## config.mk

```make
export PLATFORM = sky130hd
export DESIGN_NAME = cls_top
export DESIGN_NICKNAME = d
export VERILOG_FILES = /design/src/pkg/cls_pkg.sv /design/src/pkg/cls_step_if.sv /design/src/rtl/cls_step_eval.sv /design/src/rtl/cls_top.sv
export SDC_FILE = /design/constraint.sdc
export NUM_CORES = 2
export LEC_CHECK = 0
export BUFFER_PORTS_ARGS = -buffer_cell sky130_fd_sc_hd__buf_2
export CAP_MARGIN = 20
export CORE_MARGIN = 4
export CORE_UTILIZATION = 60
export DETAILED_ROUTE_END_ITERATION = 8
export GPL_ROUTABILITY_DRIVEN = 0
export HOLD_SLACK_MARGIN = 0.12
export PLACE_DENSITY = 0.86
export SLEW_MARGIN = 20
export SYNTH_ARGS = -nofsm -noshare
export SYNTH_HDL_FRONTEND = slang
export SYNTH_HIERARCHICAL = 1
export SYNTH_SLANG_ARGS = --single-unit
```

## constraint.sdc

```tcl
create_clock -name SYS_CLK -period 10.2 [get_ports SYS_CLK]
set_input_delay 1.02 -clock SYS_CLK [delete_from_list [all_inputs] [get_ports SYS_CLK]]
set_output_delay 1.02 -clock SYS_CLK [all_outputs]
set_load 0.03 [all_outputs]
```

## src/pkg/cls_pkg.sv

```systemverilog
/*
  constants, codes and types of the custom logic step timer block.
  assumes a 25 MHz system clock and a 2 ms processing tick.
*/
// Contract
// - set-priority: input one wins, both off holds
// - reset-priority: input two wins, both off holds
// - timer type codes zero to five select behaviour
// - on-delay: on after period, off immediately
// - off-delay: on immediately, off after period
// - one-shot pulse; retriggerable restarts full pulse
// - pulse train alternates period on, period off
// - time setting zero to 60000 hundredths, seconds
// - counter target equals raw hundredth setting; the code uses the setting times five 2 ms ticks
// - ten step results, selectable as step inputs
// - results leave only through five channels; the code also returns them in the status register
// - channel source one to ten, zero drives nothing
// - channel destination selector, default one hundred
// - digital output terminal carries a chosen channel
// - evaluate every 2 ms, inputs latched together
// - steps evaluated in ascending order each tick
// - all five channels updated at once
// - clear command holds all timers at zero
package cls_pkg;
  localparam int N_STEP = 10;
  localparam int N_CH = 5;
  localparam int CNT_W = 19;
  localparam int CLK_FREQ_HZ = 25_000_000;
  localparam int TICK_MS = 2;
  localparam int HUNDREDTH_MS = 10;
  localparam int TICKS_PER_HUNDREDTH = HUNDREDTH_MS / TICK_MS;
  localparam logic [15:0] TIME_MAX = 16'hEA60;

  localparam logic [7:0] STEP_BASE = 8'h00;
  localparam logic [7:0] CH_BASE = 8'h80;
  localparam logic [7:0] STATUS_OFS = 8'hA0;
  localparam logic [7:0] MON_SEL_OFS = 8'hA4;
  localparam logic [7:0] MON_VAL_OFS = 8'hA8;
  localparam logic [7:0] DOUT_SEL_OFS = 8'hAC;

  localparam int CFG_FUNC_LSB = 0;
  localparam int CFG_TTYPE_LSB = 4;
  localparam int CFG_SEL1_LSB = 8;
  localparam int CFG_SEL2_LSB = 16;
  localparam int CH_SRC_LSB = 0;
  localparam int CH_DEST_LSB = 16;
  localparam int DEST_W = 11;

  localparam logic [31:0] CFG_MASK = 32'h001F_1F7F;
  localparam logic [31:0] CH_MASK = 32'h07FF_000F;
  localparam logic [31:0] DOUT_MASK = 32'h7777_7777;
  localparam logic [31:0] CFG_RST = 32'h0000_0000;
  localparam logic [15:0] TIME_RST = 16'h0000;
  localparam logic [31:0] CH_RST = 32'h0064_0000;
  localparam logic [3:0] MON_SEL_RST = 4'h1;
  localparam logic [31:0] DOUT_SEL_RST = 32'h0000_0000;
  localparam logic [1:0] RESP_OKAY = 2'h0;
  localparam logic [1:0] RESP_SLVERR = 2'h2;

  typedef enum logic [3:0] {
    FN_NONE, FN_THRU, FN_AND, FN_OR, FN_XOR, FN_SET_FF, FN_RESET_FF, FN_RISE, FN_FALL, FN_BOTH
  } cls_func_t;

  typedef enum logic [2:0] {
    TM_NONE, TM_ON_DELAY, TM_OFF_DELAY, TM_ONE_SHOT, TM_RETRIG, TM_PULSE
  } cls_timer_t;

  typedef struct packed {
    logic ff;
    logic in_prev;
    logic tin_prev;
    logic tout;
    logic [CNT_W-1:0] cnt;
  } cls_step_st_t;
endpackage : cls_pkg

```

## src/pkg/cls_step_if.sv

```systemverilog
/*
  carrier between the sequencer and the step evaluator.
  assumes one step is presented per clock while the sequencer is busy.
*/
`timescale 1ns/1ps
interface cls_step_if;
  logic [3:0] func;
  logic [2:0] ttype;
  logic [cls_pkg::CNT_W-1:0] per;
  logic in1;
  logic in2;
  logic clr;
  cls_pkg::cls_step_st_t cur;
  cls_pkg::cls_step_st_t nxt;
  modport eval (input func, input ttype, input per, input in1, input in2, input clr, input cur, output nxt);
  modport ctrl (output func, output ttype, output per, output in1, output in2, output clr, output cur, input nxt);
endinterface : cls_step_if

```

## src/rtl/cls_step_eval.sv

```systemverilog
/*
  next state of one step: logic function, then general-purpose timer.
  assumes it is called once per processing tick for each step.
*/
`timescale 1ns/1ps
module cls_step_eval (
  cls_step_if.eval sif
);
  logic lo;
  logic started;
  logic [cls_pkg::CNT_W-1:0] inc;

  always_comb begin
    sif.nxt = sif.cur;
    inc = cls_pkg::CNT_W'(sif.cur.cnt + 1'b1);
    unique case (cls_pkg::cls_func_t'(sif.func))
      cls_pkg::FN_THRU: lo = sif.in1;
      cls_pkg::FN_AND: lo = sif.in1 & sif.in2;
      cls_pkg::FN_OR: lo = sif.in1 | sif.in2;
      cls_pkg::FN_XOR: lo = sif.in1 ^ sif.in2;
      cls_pkg::FN_SET_FF: lo = sif.in1 | (~sif.in2 & sif.cur.ff);
      cls_pkg::FN_RESET_FF: lo = ~sif.in2 & (sif.in1 | sif.cur.ff);
      cls_pkg::FN_RISE: lo = sif.in1 & ~sif.cur.in_prev;
      cls_pkg::FN_FALL: lo = ~sif.in1 & sif.cur.in_prev;
      cls_pkg::FN_BOTH: lo = sif.in1 ^ sif.cur.in_prev;
      default: lo = 1'b0;
    endcase
    sif.nxt.ff = lo;
    sif.nxt.in_prev = sif.in1;
    // logic result drives the timer
    started = lo & ~sif.cur.tin_prev;
    sif.nxt.tin_prev = lo;
    unique case (cls_pkg::cls_timer_t'(sif.ttype))
      cls_pkg::TM_ON_DELAY: begin
        if (!lo || started) begin
          sif.nxt.cnt = '0;
        end else if (sif.cur.cnt < sif.per) begin
          sif.nxt.cnt = inc;
        end
        sif.nxt.tout = lo & (sif.nxt.cnt >= sif.per);
      end
      cls_pkg::TM_OFF_DELAY: begin
        if (lo) begin
          sif.nxt.tout = 1'b1;
          sif.nxt.cnt = '0;
        end else if (sif.cur.tout) begin
          if (sif.cur.cnt >= sif.per) begin
            sif.nxt.tout = 1'b0;
            sif.nxt.cnt = '0;
          end else begin
            sif.nxt.cnt = inc;
          end
        end
      end
      cls_pkg::TM_ONE_SHOT, cls_pkg::TM_RETRIG: begin
        if (started && (sif.ttype == cls_pkg::TM_RETRIG || !sif.cur.tout)) begin
          sif.nxt.tout = (sif.per != '0);
          sif.nxt.cnt = '0;
        end else if (sif.cur.tout) begin
          if (inc >= sif.per) begin
            sif.nxt.tout = 1'b0;
            sif.nxt.cnt = '0;
          end else begin
            sif.nxt.cnt = inc;
          end
        end
      end
      cls_pkg::TM_PULSE: begin
        if (!lo) begin
          sif.nxt.tout = 1'b0;
          sif.nxt.cnt = '0;
        end else if (started) begin
          sif.nxt.tout = 1'b1;
          sif.nxt.cnt = '0;
        end else if (inc >= sif.per) begin
          sif.nxt.tout = ~sif.cur.tout;
          sif.nxt.cnt = '0;
        end else begin
          sif.nxt.cnt = inc;
        end
      end
      default: begin
        sif.nxt.tout = lo;
        sif.nxt.cnt = '0;
      end
    endcase
    if (sif.clr) begin
      sif.nxt.cnt = '0;
      if (sif.ttype != cls_pkg::TM_NONE && sif.ttype != cls_pkg::TM_ON_DELAY) begin
        sif.nxt.tout = 1'b0;
      end else begin
        sif.nxt.tout = (sif.ttype == cls_pkg::TM_ON_DELAY) ? lo & (sif.per == '0) : sif.nxt.tout;
      end
    end
  end
endmodule : cls_step_eval

```

## src/rtl/cls_top.sv

```systemverilog
/*
  custom logic step sequencer: ten steps, five output channels, register slave.
  assumes an AXI4-Lite master on SYS_CLK and asynchronous terminal inputs.
*/
// Decided for this implementation: register access over AXI4-Lite and the register offsets.
`timescale 1ns/1ps
module cls_top #(
  parameter int N_EXT = 8,
  parameter int N_DOUT = 2,
  parameter int TICK_CYCLES = cls_pkg::CLK_FREQ_HZ / 1000 * cls_pkg::TICK_MS
) (
  input wire logic SYS_CLK,
  input wire logic RESETN,
  input wire logic [7:0] S_AXI_AWADDR,
  input wire logic S_AXI_AWVALID,
  output logic S_AXI_AWREADY,
  input wire logic [31:0] S_AXI_WDATA,
  input wire logic [3:0] S_AXI_WSTRB,
  input wire logic S_AXI_WVALID,
  output logic S_AXI_WREADY,
  output logic [1:0] S_AXI_BRESP,
  output logic S_AXI_BVALID,
  input wire logic S_AXI_BREADY,
  input wire logic [7:0] S_AXI_ARADDR,
  input wire logic S_AXI_ARVALID,
  output logic S_AXI_ARREADY,
  output logic [31:0] S_AXI_RDATA,
  output logic [1:0] S_AXI_RRESP,
  output logic S_AXI_RVALID,
  input wire logic S_AXI_RREADY,
  input wire logic [N_EXT-1:0] EXT_IN,
  input wire logic CLEAR_ALL_STEP_TIMERS,
  output logic [cls_pkg::N_CH-1:0] LOGIC_OUT_CHANNEL,
  output logic [cls_pkg::N_CH*cls_pkg::DEST_W-1:0] LOGIC_OUT_DEST,
  output logic [N_DOUT-1:0] GENERAL_DIGITAL_OUTPUT_TERMINAL
);
  localparam int N_STEP = cls_pkg::N_STEP;
  localparam int N_CH = cls_pkg::N_CH;
  localparam int DIV_W = $clog2(TICK_CYCLES);

  typedef struct packed {
    logic [N_EXT-1:0] ext_s1;
    logic [N_EXT-1:0] ext_s2;
    logic [N_EXT-1:0] ext_lat;
    logic clr_s1;
    logic clr_s2;
    logic [DIV_W-1:0] div;
    logic tick;
    logic busy;
    logic [3:0] idx;
    logic done;
    logic aw_full;
    logic [7:0] aw_addr;
    logic w_full;
    logic [31:0] w_data;
    logic [3:0] w_strb;
    logic bvalid;
    logic [1:0] bresp;
    logic rvalid;
    logic [1:0] rresp;
    logic [31:0] rdata;
    logic [N_STEP-1:0][31:0] cfg;
    logic [N_STEP-1:0][15:0] tim;
    logic [N_CH-1:0][31:0] ch;
    logic [3:0] mon_sel;
    logic [31:0] dout_sel;
    cls_pkg::cls_step_st_t [N_STEP-1:0] step;
    logic [N_CH-1:0] chan_out;
    logic [N_DOUT-1:0] dout;
  } cls_top_st_t;

  cls_top_st_t q;
  cls_top_st_t d;
  logic [N_STEP-1:0] res;

  cls_step_if sif ();

  cls_step_eval u_eval (
    .sif(sif)
  );

  ////////////////////////////////////////////////////////////////////////////
  // helpers

  // 0 off, 1..10 step results, 11.. latched terminal inputs
  function automatic logic pick(input logic [4:0] sel, input logic [N_STEP-1:0] r, input logic [N_EXT-1:0] e);
    logic v;
    v = 1'b0;
    for (int i = 0; i < N_STEP; i++) begin
      if (sel == 5'(i + 1)) v = r[i];
    end
    for (int j = 0; j < N_EXT; j++) begin
      if (sel == 5'(N_STEP + 1 + j)) v = e[j];
    end
    return v;
  endfunction : pick

  function automatic logic [31:0] merge(input logic [31:0] old, input logic [31:0] wd, input logic [3:0] st,
                                        input logic [31:0] mask);
    logic [31:0] bm;
    bm = {{8{st[3]}}, {8{st[2]}}, {8{st[1]}}, {8{st[0]}}} & mask;
    return (old & ~bm) | (wd & bm);
  endfunction : merge

  always_comb begin
    for (int i = 0; i < N_STEP; i++) begin
      res[i] = q.step[i].tout;
    end
  end

  ////////////////////////////////////////////////////////////////////////////
  // step presented to the evaluator

  always_comb begin
    sif.func = q.cfg[q.idx][cls_pkg::CFG_FUNC_LSB +: 4];
    sif.ttype = q.cfg[q.idx][cls_pkg::CFG_TTYPE_LSB +: 3];
    // hundredths of a second to 2 ms ticks
    sif.per = cls_pkg::CNT_W'(cls_pkg::CNT_W'(q.tim[q.idx]) * cls_pkg::CNT_W'(cls_pkg::TICKS_PER_HUNDREDTH));
    sif.in1 = pick(q.cfg[q.idx][cls_pkg::CFG_SEL1_LSB +: 5], res, q.ext_lat);
    sif.in2 = pick(q.cfg[q.idx][cls_pkg::CFG_SEL2_LSB +: 5], res, q.ext_lat);
    sif.clr = q.clr_s2;
    sif.cur = q.step[q.idx];
  end

  ////////////////////////////////////////////////////////////////////////////
  // next state

  always_comb begin
    logic [31:0] rd;
    logic ok;
    logic [5:0] wa;
    logic [5:0] ra;
    logic [2:0] ts;
    logic [15:0] tv;
    rd = 32'h0000_0000;
    ok = 1'b0;
    wa = q.aw_addr[7:2];
    ra = S_AXI_ARADDR[7:2];
    ts = 3'h0;
    tv = 16'h0000;
    d = q;
    d.ext_s1 = EXT_IN;
    d.ext_s2 = q.ext_s1;
    d.clr_s1 = CLEAR_ALL_STEP_TIMERS;
    d.clr_s2 = q.clr_s1;
    d.tick = 1'b0;
    d.done = 1'b0;

    // 2 ms tick divider
    if (q.div == DIV_W'(TICK_CYCLES - 1)) begin
      d.div = '0;
      d.tick = 1'b1;
    end else begin
      d.div = DIV_W'(q.div + 1'b1);
    end

    if (q.tick) begin
      d.ext_lat = q.ext_s2;
      d.busy = 1'b1;
      d.idx = 4'h0;
    end else if (q.busy) begin
      d.step[q.idx] = sif.nxt;
      if (q.idx == 4'(N_STEP - 1)) begin
        d.busy = 1'b0;
        d.done = 1'b1;
      end else begin
        d.idx = 4'(q.idx + 1'b1);
      end
    end

    // channels and terminals change together after the last step
    if (q.done) begin
      for (int c = 0; c < N_CH; c++) begin
        d.chan_out[c] = 1'b0;
        for (int i = 0; i < N_STEP; i++) begin
          if (q.ch[c][cls_pkg::CH_SRC_LSB +: 4] == 4'(i + 1)) d.chan_out[c] = res[i];
        end
      end
      for (int t = 0; t < N_DOUT; t++) begin
        d.dout[t] = 1'b0;
        for (int c = 0; c < N_CH; c++) begin
          if (q.dout_sel[4 * t +: 3] == 3'(c + 1)) d.dout[t] = d.chan_out[c];
        end
      end
    end

    // write channel
    if (S_AXI_AWVALID && !q.aw_full) begin
      d.aw_full = 1'b1;
      d.aw_addr = S_AXI_AWADDR;
    end
    if (S_AXI_WVALID && !q.w_full) begin
      d.w_full = 1'b1;
      d.w_data = S_AXI_WDATA;
      d.w_strb = S_AXI_WSTRB;
    end
    if (q.bvalid && S_AXI_BREADY) begin
      d.bvalid = 1'b0;
    end
    if (q.aw_full && q.w_full && !q.bvalid) begin
      d.aw_full = 1'b0;
      d.w_full = 1'b0;
      d.bvalid = 1'b1;
      d.bresp = cls_pkg::RESP_OKAY;
      if (wa < 6'(N_STEP * 2)) begin
        if (wa[0]) begin
          tv = 16'(merge(32'(q.tim[wa[4:1]]), q.w_data, q.w_strb, 32'h0000_FFFF));
          d.tim[wa[4:1]] = (tv > cls_pkg::TIME_MAX) ? cls_pkg::TIME_MAX : tv;
        end else begin
          d.cfg[wa[4:1]] = merge(q.cfg[wa[4:1]], q.w_data, q.w_strb, cls_pkg::CFG_MASK);
        end
      end else if (wa >= cls_pkg::CH_BASE[7:2] && wa < 6'(cls_pkg::CH_BASE[7:2] + N_CH)) begin
        d.ch[3'(wa - cls_pkg::CH_BASE[7:2])] =
          merge(q.ch[3'(wa - cls_pkg::CH_BASE[7:2])], q.w_data, q.w_strb, cls_pkg::CH_MASK);
      end else if (wa == cls_pkg::MON_SEL_OFS[7:2]) begin
        d.mon_sel = 4'(merge(32'(q.mon_sel), q.w_data, q.w_strb, 32'h0000_000F));
      end else if (wa == cls_pkg::DOUT_SEL_OFS[7:2]) begin
        d.dout_sel = merge(q.dout_sel, q.w_data, q.w_strb, cls_pkg::DOUT_MASK);
      end else if (wa != cls_pkg::STATUS_OFS[7:2] && wa != cls_pkg::MON_VAL_OFS[7:2]) begin
        d.bresp = cls_pkg::RESP_SLVERR;
      end
    end

    // read channel
    if (ra < 6'(N_STEP * 2)) begin
      ok = 1'b1;
      rd = ra[0] ? 32'(q.tim[ra[4:1]]) : q.cfg[ra[4:1]];
    end else if (ra >= cls_pkg::CH_BASE[7:2] && ra < 6'(cls_pkg::CH_BASE[7:2] + N_CH)) begin
      ok = 1'b1;
      rd = q.ch[3'(ra - cls_pkg::CH_BASE[7:2])];
    end else if (ra == cls_pkg::STATUS_OFS[7:2]) begin
      ok = 1'b1;
      rd = {17'h0_0000, q.chan_out, res};
    end else if (ra == cls_pkg::MON_SEL_OFS[7:2]) begin
      ok = 1'b1;
      rd = 32'(q.mon_sel);
    end else if (ra == cls_pkg::MON_VAL_OFS[7:2]) begin
      ok = 1'b1;
      for (int i = 0; i < N_STEP; i++) begin
        if (q.mon_sel == 4'(i + 1)) rd = 32'(q.step[i].cnt);
      end
    end else if (ra == cls_pkg::DOUT_SEL_OFS[7:2]) begin
      ok = 1'b1;
      rd = q.dout_sel;
    end
    if (S_AXI_ARVALID && !q.rvalid) begin
      d.rvalid = 1'b1;
      d.rdata = rd;
      d.rresp = ok ? cls_pkg::RESP_OKAY : cls_pkg::RESP_SLVERR;
    end else if (q.rvalid && S_AXI_RREADY) begin
      d.rvalid = 1'b0;
    end
  end

  always_ff @(posedge SYS_CLK or negedge RESETN) begin
    if (!RESETN) begin
      q <= '0;
      q.cfg <= {N_STEP{cls_pkg::CFG_RST}};
      q.tim <= {N_STEP{cls_pkg::TIME_RST}};
      q.ch <= {N_CH{cls_pkg::CH_RST}};
      q.mon_sel <= cls_pkg::MON_SEL_RST;
      q.dout_sel <= cls_pkg::DOUT_SEL_RST;
    end else begin
      q <= d;
    end
  end

  ////////////////////////////////////////////////////////////////////////////
  // outputs

  assign S_AXI_AWREADY = !q.aw_full;
  assign S_AXI_WREADY = !q.w_full;
  assign S_AXI_BVALID = q.bvalid;
  assign S_AXI_BRESP = q.bresp;
  assign S_AXI_ARREADY = !q.rvalid;
  assign S_AXI_RVALID = q.rvalid;
  assign S_AXI_RDATA = q.rdata;
  assign S_AXI_RRESP = q.rresp;
  assign LOGIC_OUT_CHANNEL = q.chan_out;
  assign GENERAL_DIGITAL_OUTPUT_TERMINAL = q.dout;

  always_comb begin
    for (int c = 0; c < N_CH; c++) begin
      LOGIC_OUT_DEST[c * cls_pkg::DEST_W +: cls_pkg::DEST_W] = q.ch[c][cls_pkg::CH_DEST_LSB +: cls_pkg::DEST_W];
    end
  end
endmodule : cls_top

```

==> impl_metrics.yaml <==
outcome:
  status: "finished with violations"
  violations: "design-rule violations"
pwr:
  vdd.ir_drop.worst_v: 0.000201
  p_total_uw: 14700
  p_leak_uw: 0.0276
  p_per_area_nw_per_um2: 238
critical_path:
  crit_top_cell: "ha_1"
  crit_start: "q[999]"
  critPathMaxFanout: 34
  slowest_stage: "or3b_2"
  cp-end-kind: "flop"
  worst_r2r_startpoint: "q[999]"
  worstSetupPathType: "flop to flop"
  arrival_ns: 9.87
  critical-path-max-stage-delay_ns: 0.81
  start_kind: "flop"
  cp.required_ns: 10.79
yosys:
  yosys.cell_types.count: 106
  yosys_warnings: 6
  seq_area_frac_synth: 0.450
  ys_ff_latch: 1032
  syn_area_um2: 57400
  synthFlopType: "dfrtp_1"
  async_reset_ff_frac: 1.00
  synth_top_area_cell: "dfrtp_1"
  synth.top_cell.area_share: 0.443
  synthCells: 4869
  synth_area_leaders: "dfrtp_1 (44%), mux2_2 (13%), mux4_2 (13%)"
  syn_area_per_cell_um2: 11.8
  synth-edff-count: 0
run:
  max_cap_violations: 0
grt:
  antenna_found_initial: 9
  grt_max_degree: 188
  grt_pass1_vias: 43979
  grt_pass1_wl_um: 266000
  grt_usage: 0.349
  overflow: 0
detailed_routing:
  drc: 2
  wl_um: 177000
  drt-vias-per-instance: 7.27
  via_count: 43093
  drt_iter0_drc: 6470
  routedWlPerCell_um: 29.9
  firstDrtPassIters: 9
  ant_nets: 0
cts:
  clk_latency_ns: 0.73
  ctsHoldBuffers: 0
  cts_buffers: 104
  cts_setup_buffers: 0
  cts_root_buf: "clkbuf_16"
  cts_tree: "built"
  cts_buffer_depth: 3
  clock-sinks: 1032
  htree_levels: 3
  path_clk_slew_ns: 0.06
  ctsResizeCount: 0
timing:
  setup_viol: 0
  slew_viol_final: 0
  hold-worst-slack_ns: 0.348
  final.setup.tns_ns: 0
  fin_skew_ns: 0.0372
  worst_pin_slew_ns: 1.23
  fmax_mhz: 108
  slew_headroom: 0.174
  period_share: 0.910
  finalHoldViolations: 0
  period_needed_ns: 9.28
  rsz0062_at_grt: "no"
final_layout:
  syn_to_final_growth_pct: 7.36
  drive_gt1_frac: 0.338
  mostFrequentLayoutCell: "dfrtp_1"
  final_cell_mix: "dfrtp_1 (1009), mux2_2 (665), nand2_1 (417), mux4_2 (326), o21ai_0 (219)"
  fillers: 6373
  nets: 4731
floorplan:
  die_area_um2: 101000
  die_x_um: 317
  ioPinCount: 171
  rows: 113
  die_h_um: 317
  start_util: 0.604
  core_um2: 95000
min_path:
  min_path_type: "flop to flop"
  min_from: "d[1036]"
placed_design:
  numPortBuffers: 162
  place_hpwl_um: 108000
[worst max-delay path: cells and delay by family (launching register included)]
| kind | cells | cell delay, ns |
|---|---|---|
| AO/OA/AOI/OAI | 13 | 3.36 |
| AND/OR/NAND/NOR | 9 | 2.77 |
| adder cells (fa/ha/maj) | 5 | 1.43 |
| flip-flops | 1 | 0.73 |
| multiplexers | 2 | 0.51 |
| buffers and inverters | 2 | 0.35 |
[sequential cells by signal (all words and copies together) (netlist names), named ones only]
register and cells:
q 896, LOGIC_OUT_DEST 55, S_AXI_RDATA 32, d 9, LOGIC_OUT_CHANNEL 5, GENERAL_DIGITAL_OUTPUT_TERMINAL 2, S_AXI_BRESP 1, S_AXI_BVALID 1
S_AXI_RRESP 1, S_AXI_RVALID 1, sif.clr 1
[metal layers]
layer / vias to the layer above / wire [um] / track usage
met5: - / 52 / 0
met4: 8 / 15000 / 0.242
met3: 1061 / 23900 / 0.118
met2: 3556 / 79700 / 0.529
met1: 21241 / 58400 / 0.424
li1: 17227 / - / -
[synth_stat cells (21+ instances only)]
| cell | number |
|---|---|
| dfrtp_1 | 1016 |
| mux2_2 | 665 |
| clkbuf_1 | 436 |
| nand2_1 | 421 |
| mux4_2 | 326 |
| o21ai_0 | 219 |
| nor2_1 | 167 |
| mux2i_1 | 153 |
| a21oi_1 | 147 |
| buf_4 | 118 |
| a22oi_1 | 100 |
| ha_1 | 92 |
| buf_2 | 72 |
| inv_1 | 69 |
| o22ai_1 | 64 |
| nand3_1 | 57 |
| a221oi_1 | 54 |
| buf_1 | 45 |
| nor2b_1 | 45 |
| nor3_1 | 43 |
| o21ai_1 | 33 |
| a31oi_1 | 32 |
| xnor2_1 | 31 |
| nand2b_1 | 29 |
| xor2_1 | 27 |
| nand4_1 | 25 |
| and3_1 | 24 |
| a222oi_1 | 22 |
| o211ai_1 | 21 |
[where the power goes]
group | internal (uW) | leakage (uW) | total, uW | switching [uW]
Combinational | 1900 | 0.0117 | 4890 | 3000
Clock | 2530 | 0.00187 | 4290 | 1750
Sequential | 4720 | 0.0141 | 5510 | 787
[per-stage QoR]
stage	cell area [um^2]	util	std cells	setup WS [ns]
final	61600	0.648	5928	0.921
after detailed placement	57700	0.607	5726	0.945
after global placement	57700	0.607	5726	1.09
after floorplan	57400	-	4870	1.90
after global routing	61600	0.648	5925	0.439
after CTS	61500	0.648	5922	0.894
[logic make-up (layout without fill, tap and decap cells)]
| family | after synthesis | after routing | synth area share |
|---|---|---|---|
| xor gates and xnor gates | 58 | 58 | 0.00885 |
| buffers and inverters | 762 | 552 | 0.0609 |
| muxes | 1145 | 1145 | 0.285 |
| other | 1 | 5 | 0.0000653 |
| adders and majority gates | 93 | 93 | 0.0204 |
| AOI/OAI and AO/OA | 871 | 871 | 0.100 |
| DFF | 1032 | 1032 | 0.450 |
| and+or+nand+nor | 907 | 907 | 0.0736 |
[layout make-up]
type / instances / area (um^2) / share of cell area
Antenna cell: 3 / 7.51 / 0.000122
Clock buffer: 136 / 2900 / 0.0471
Clock inverter: 60 / 935 / 0.0152
Inverter: 69 / 259 / 0.00420
Multi-Input combinational cell: 3076 / 28200 / 0.458
Sequential cell: 1032 / 25900 / 0.420
Tap cell: 1265 / 1580 / 0.0257
Timing Repair Buffer: 287 / 1850 / 0.0300
[path summary, 6_finish.rpt]
kind                                               to  slack, ns  cells past startpoint
hold / removal                                q[1036]       0.35                      0
max in group asynchronous  asynchronous set/reset pin       7.29                      3
min in group asynchronous                      q[180]       0.41                      1
setup / recovery                                q[49]       0.92                     31
setup reg to reg                                q[49]       0.92                     31
hold reg to reg                               q[1036]       0.35                      0
Note: power is estimated with default switching activity, not from simulation.
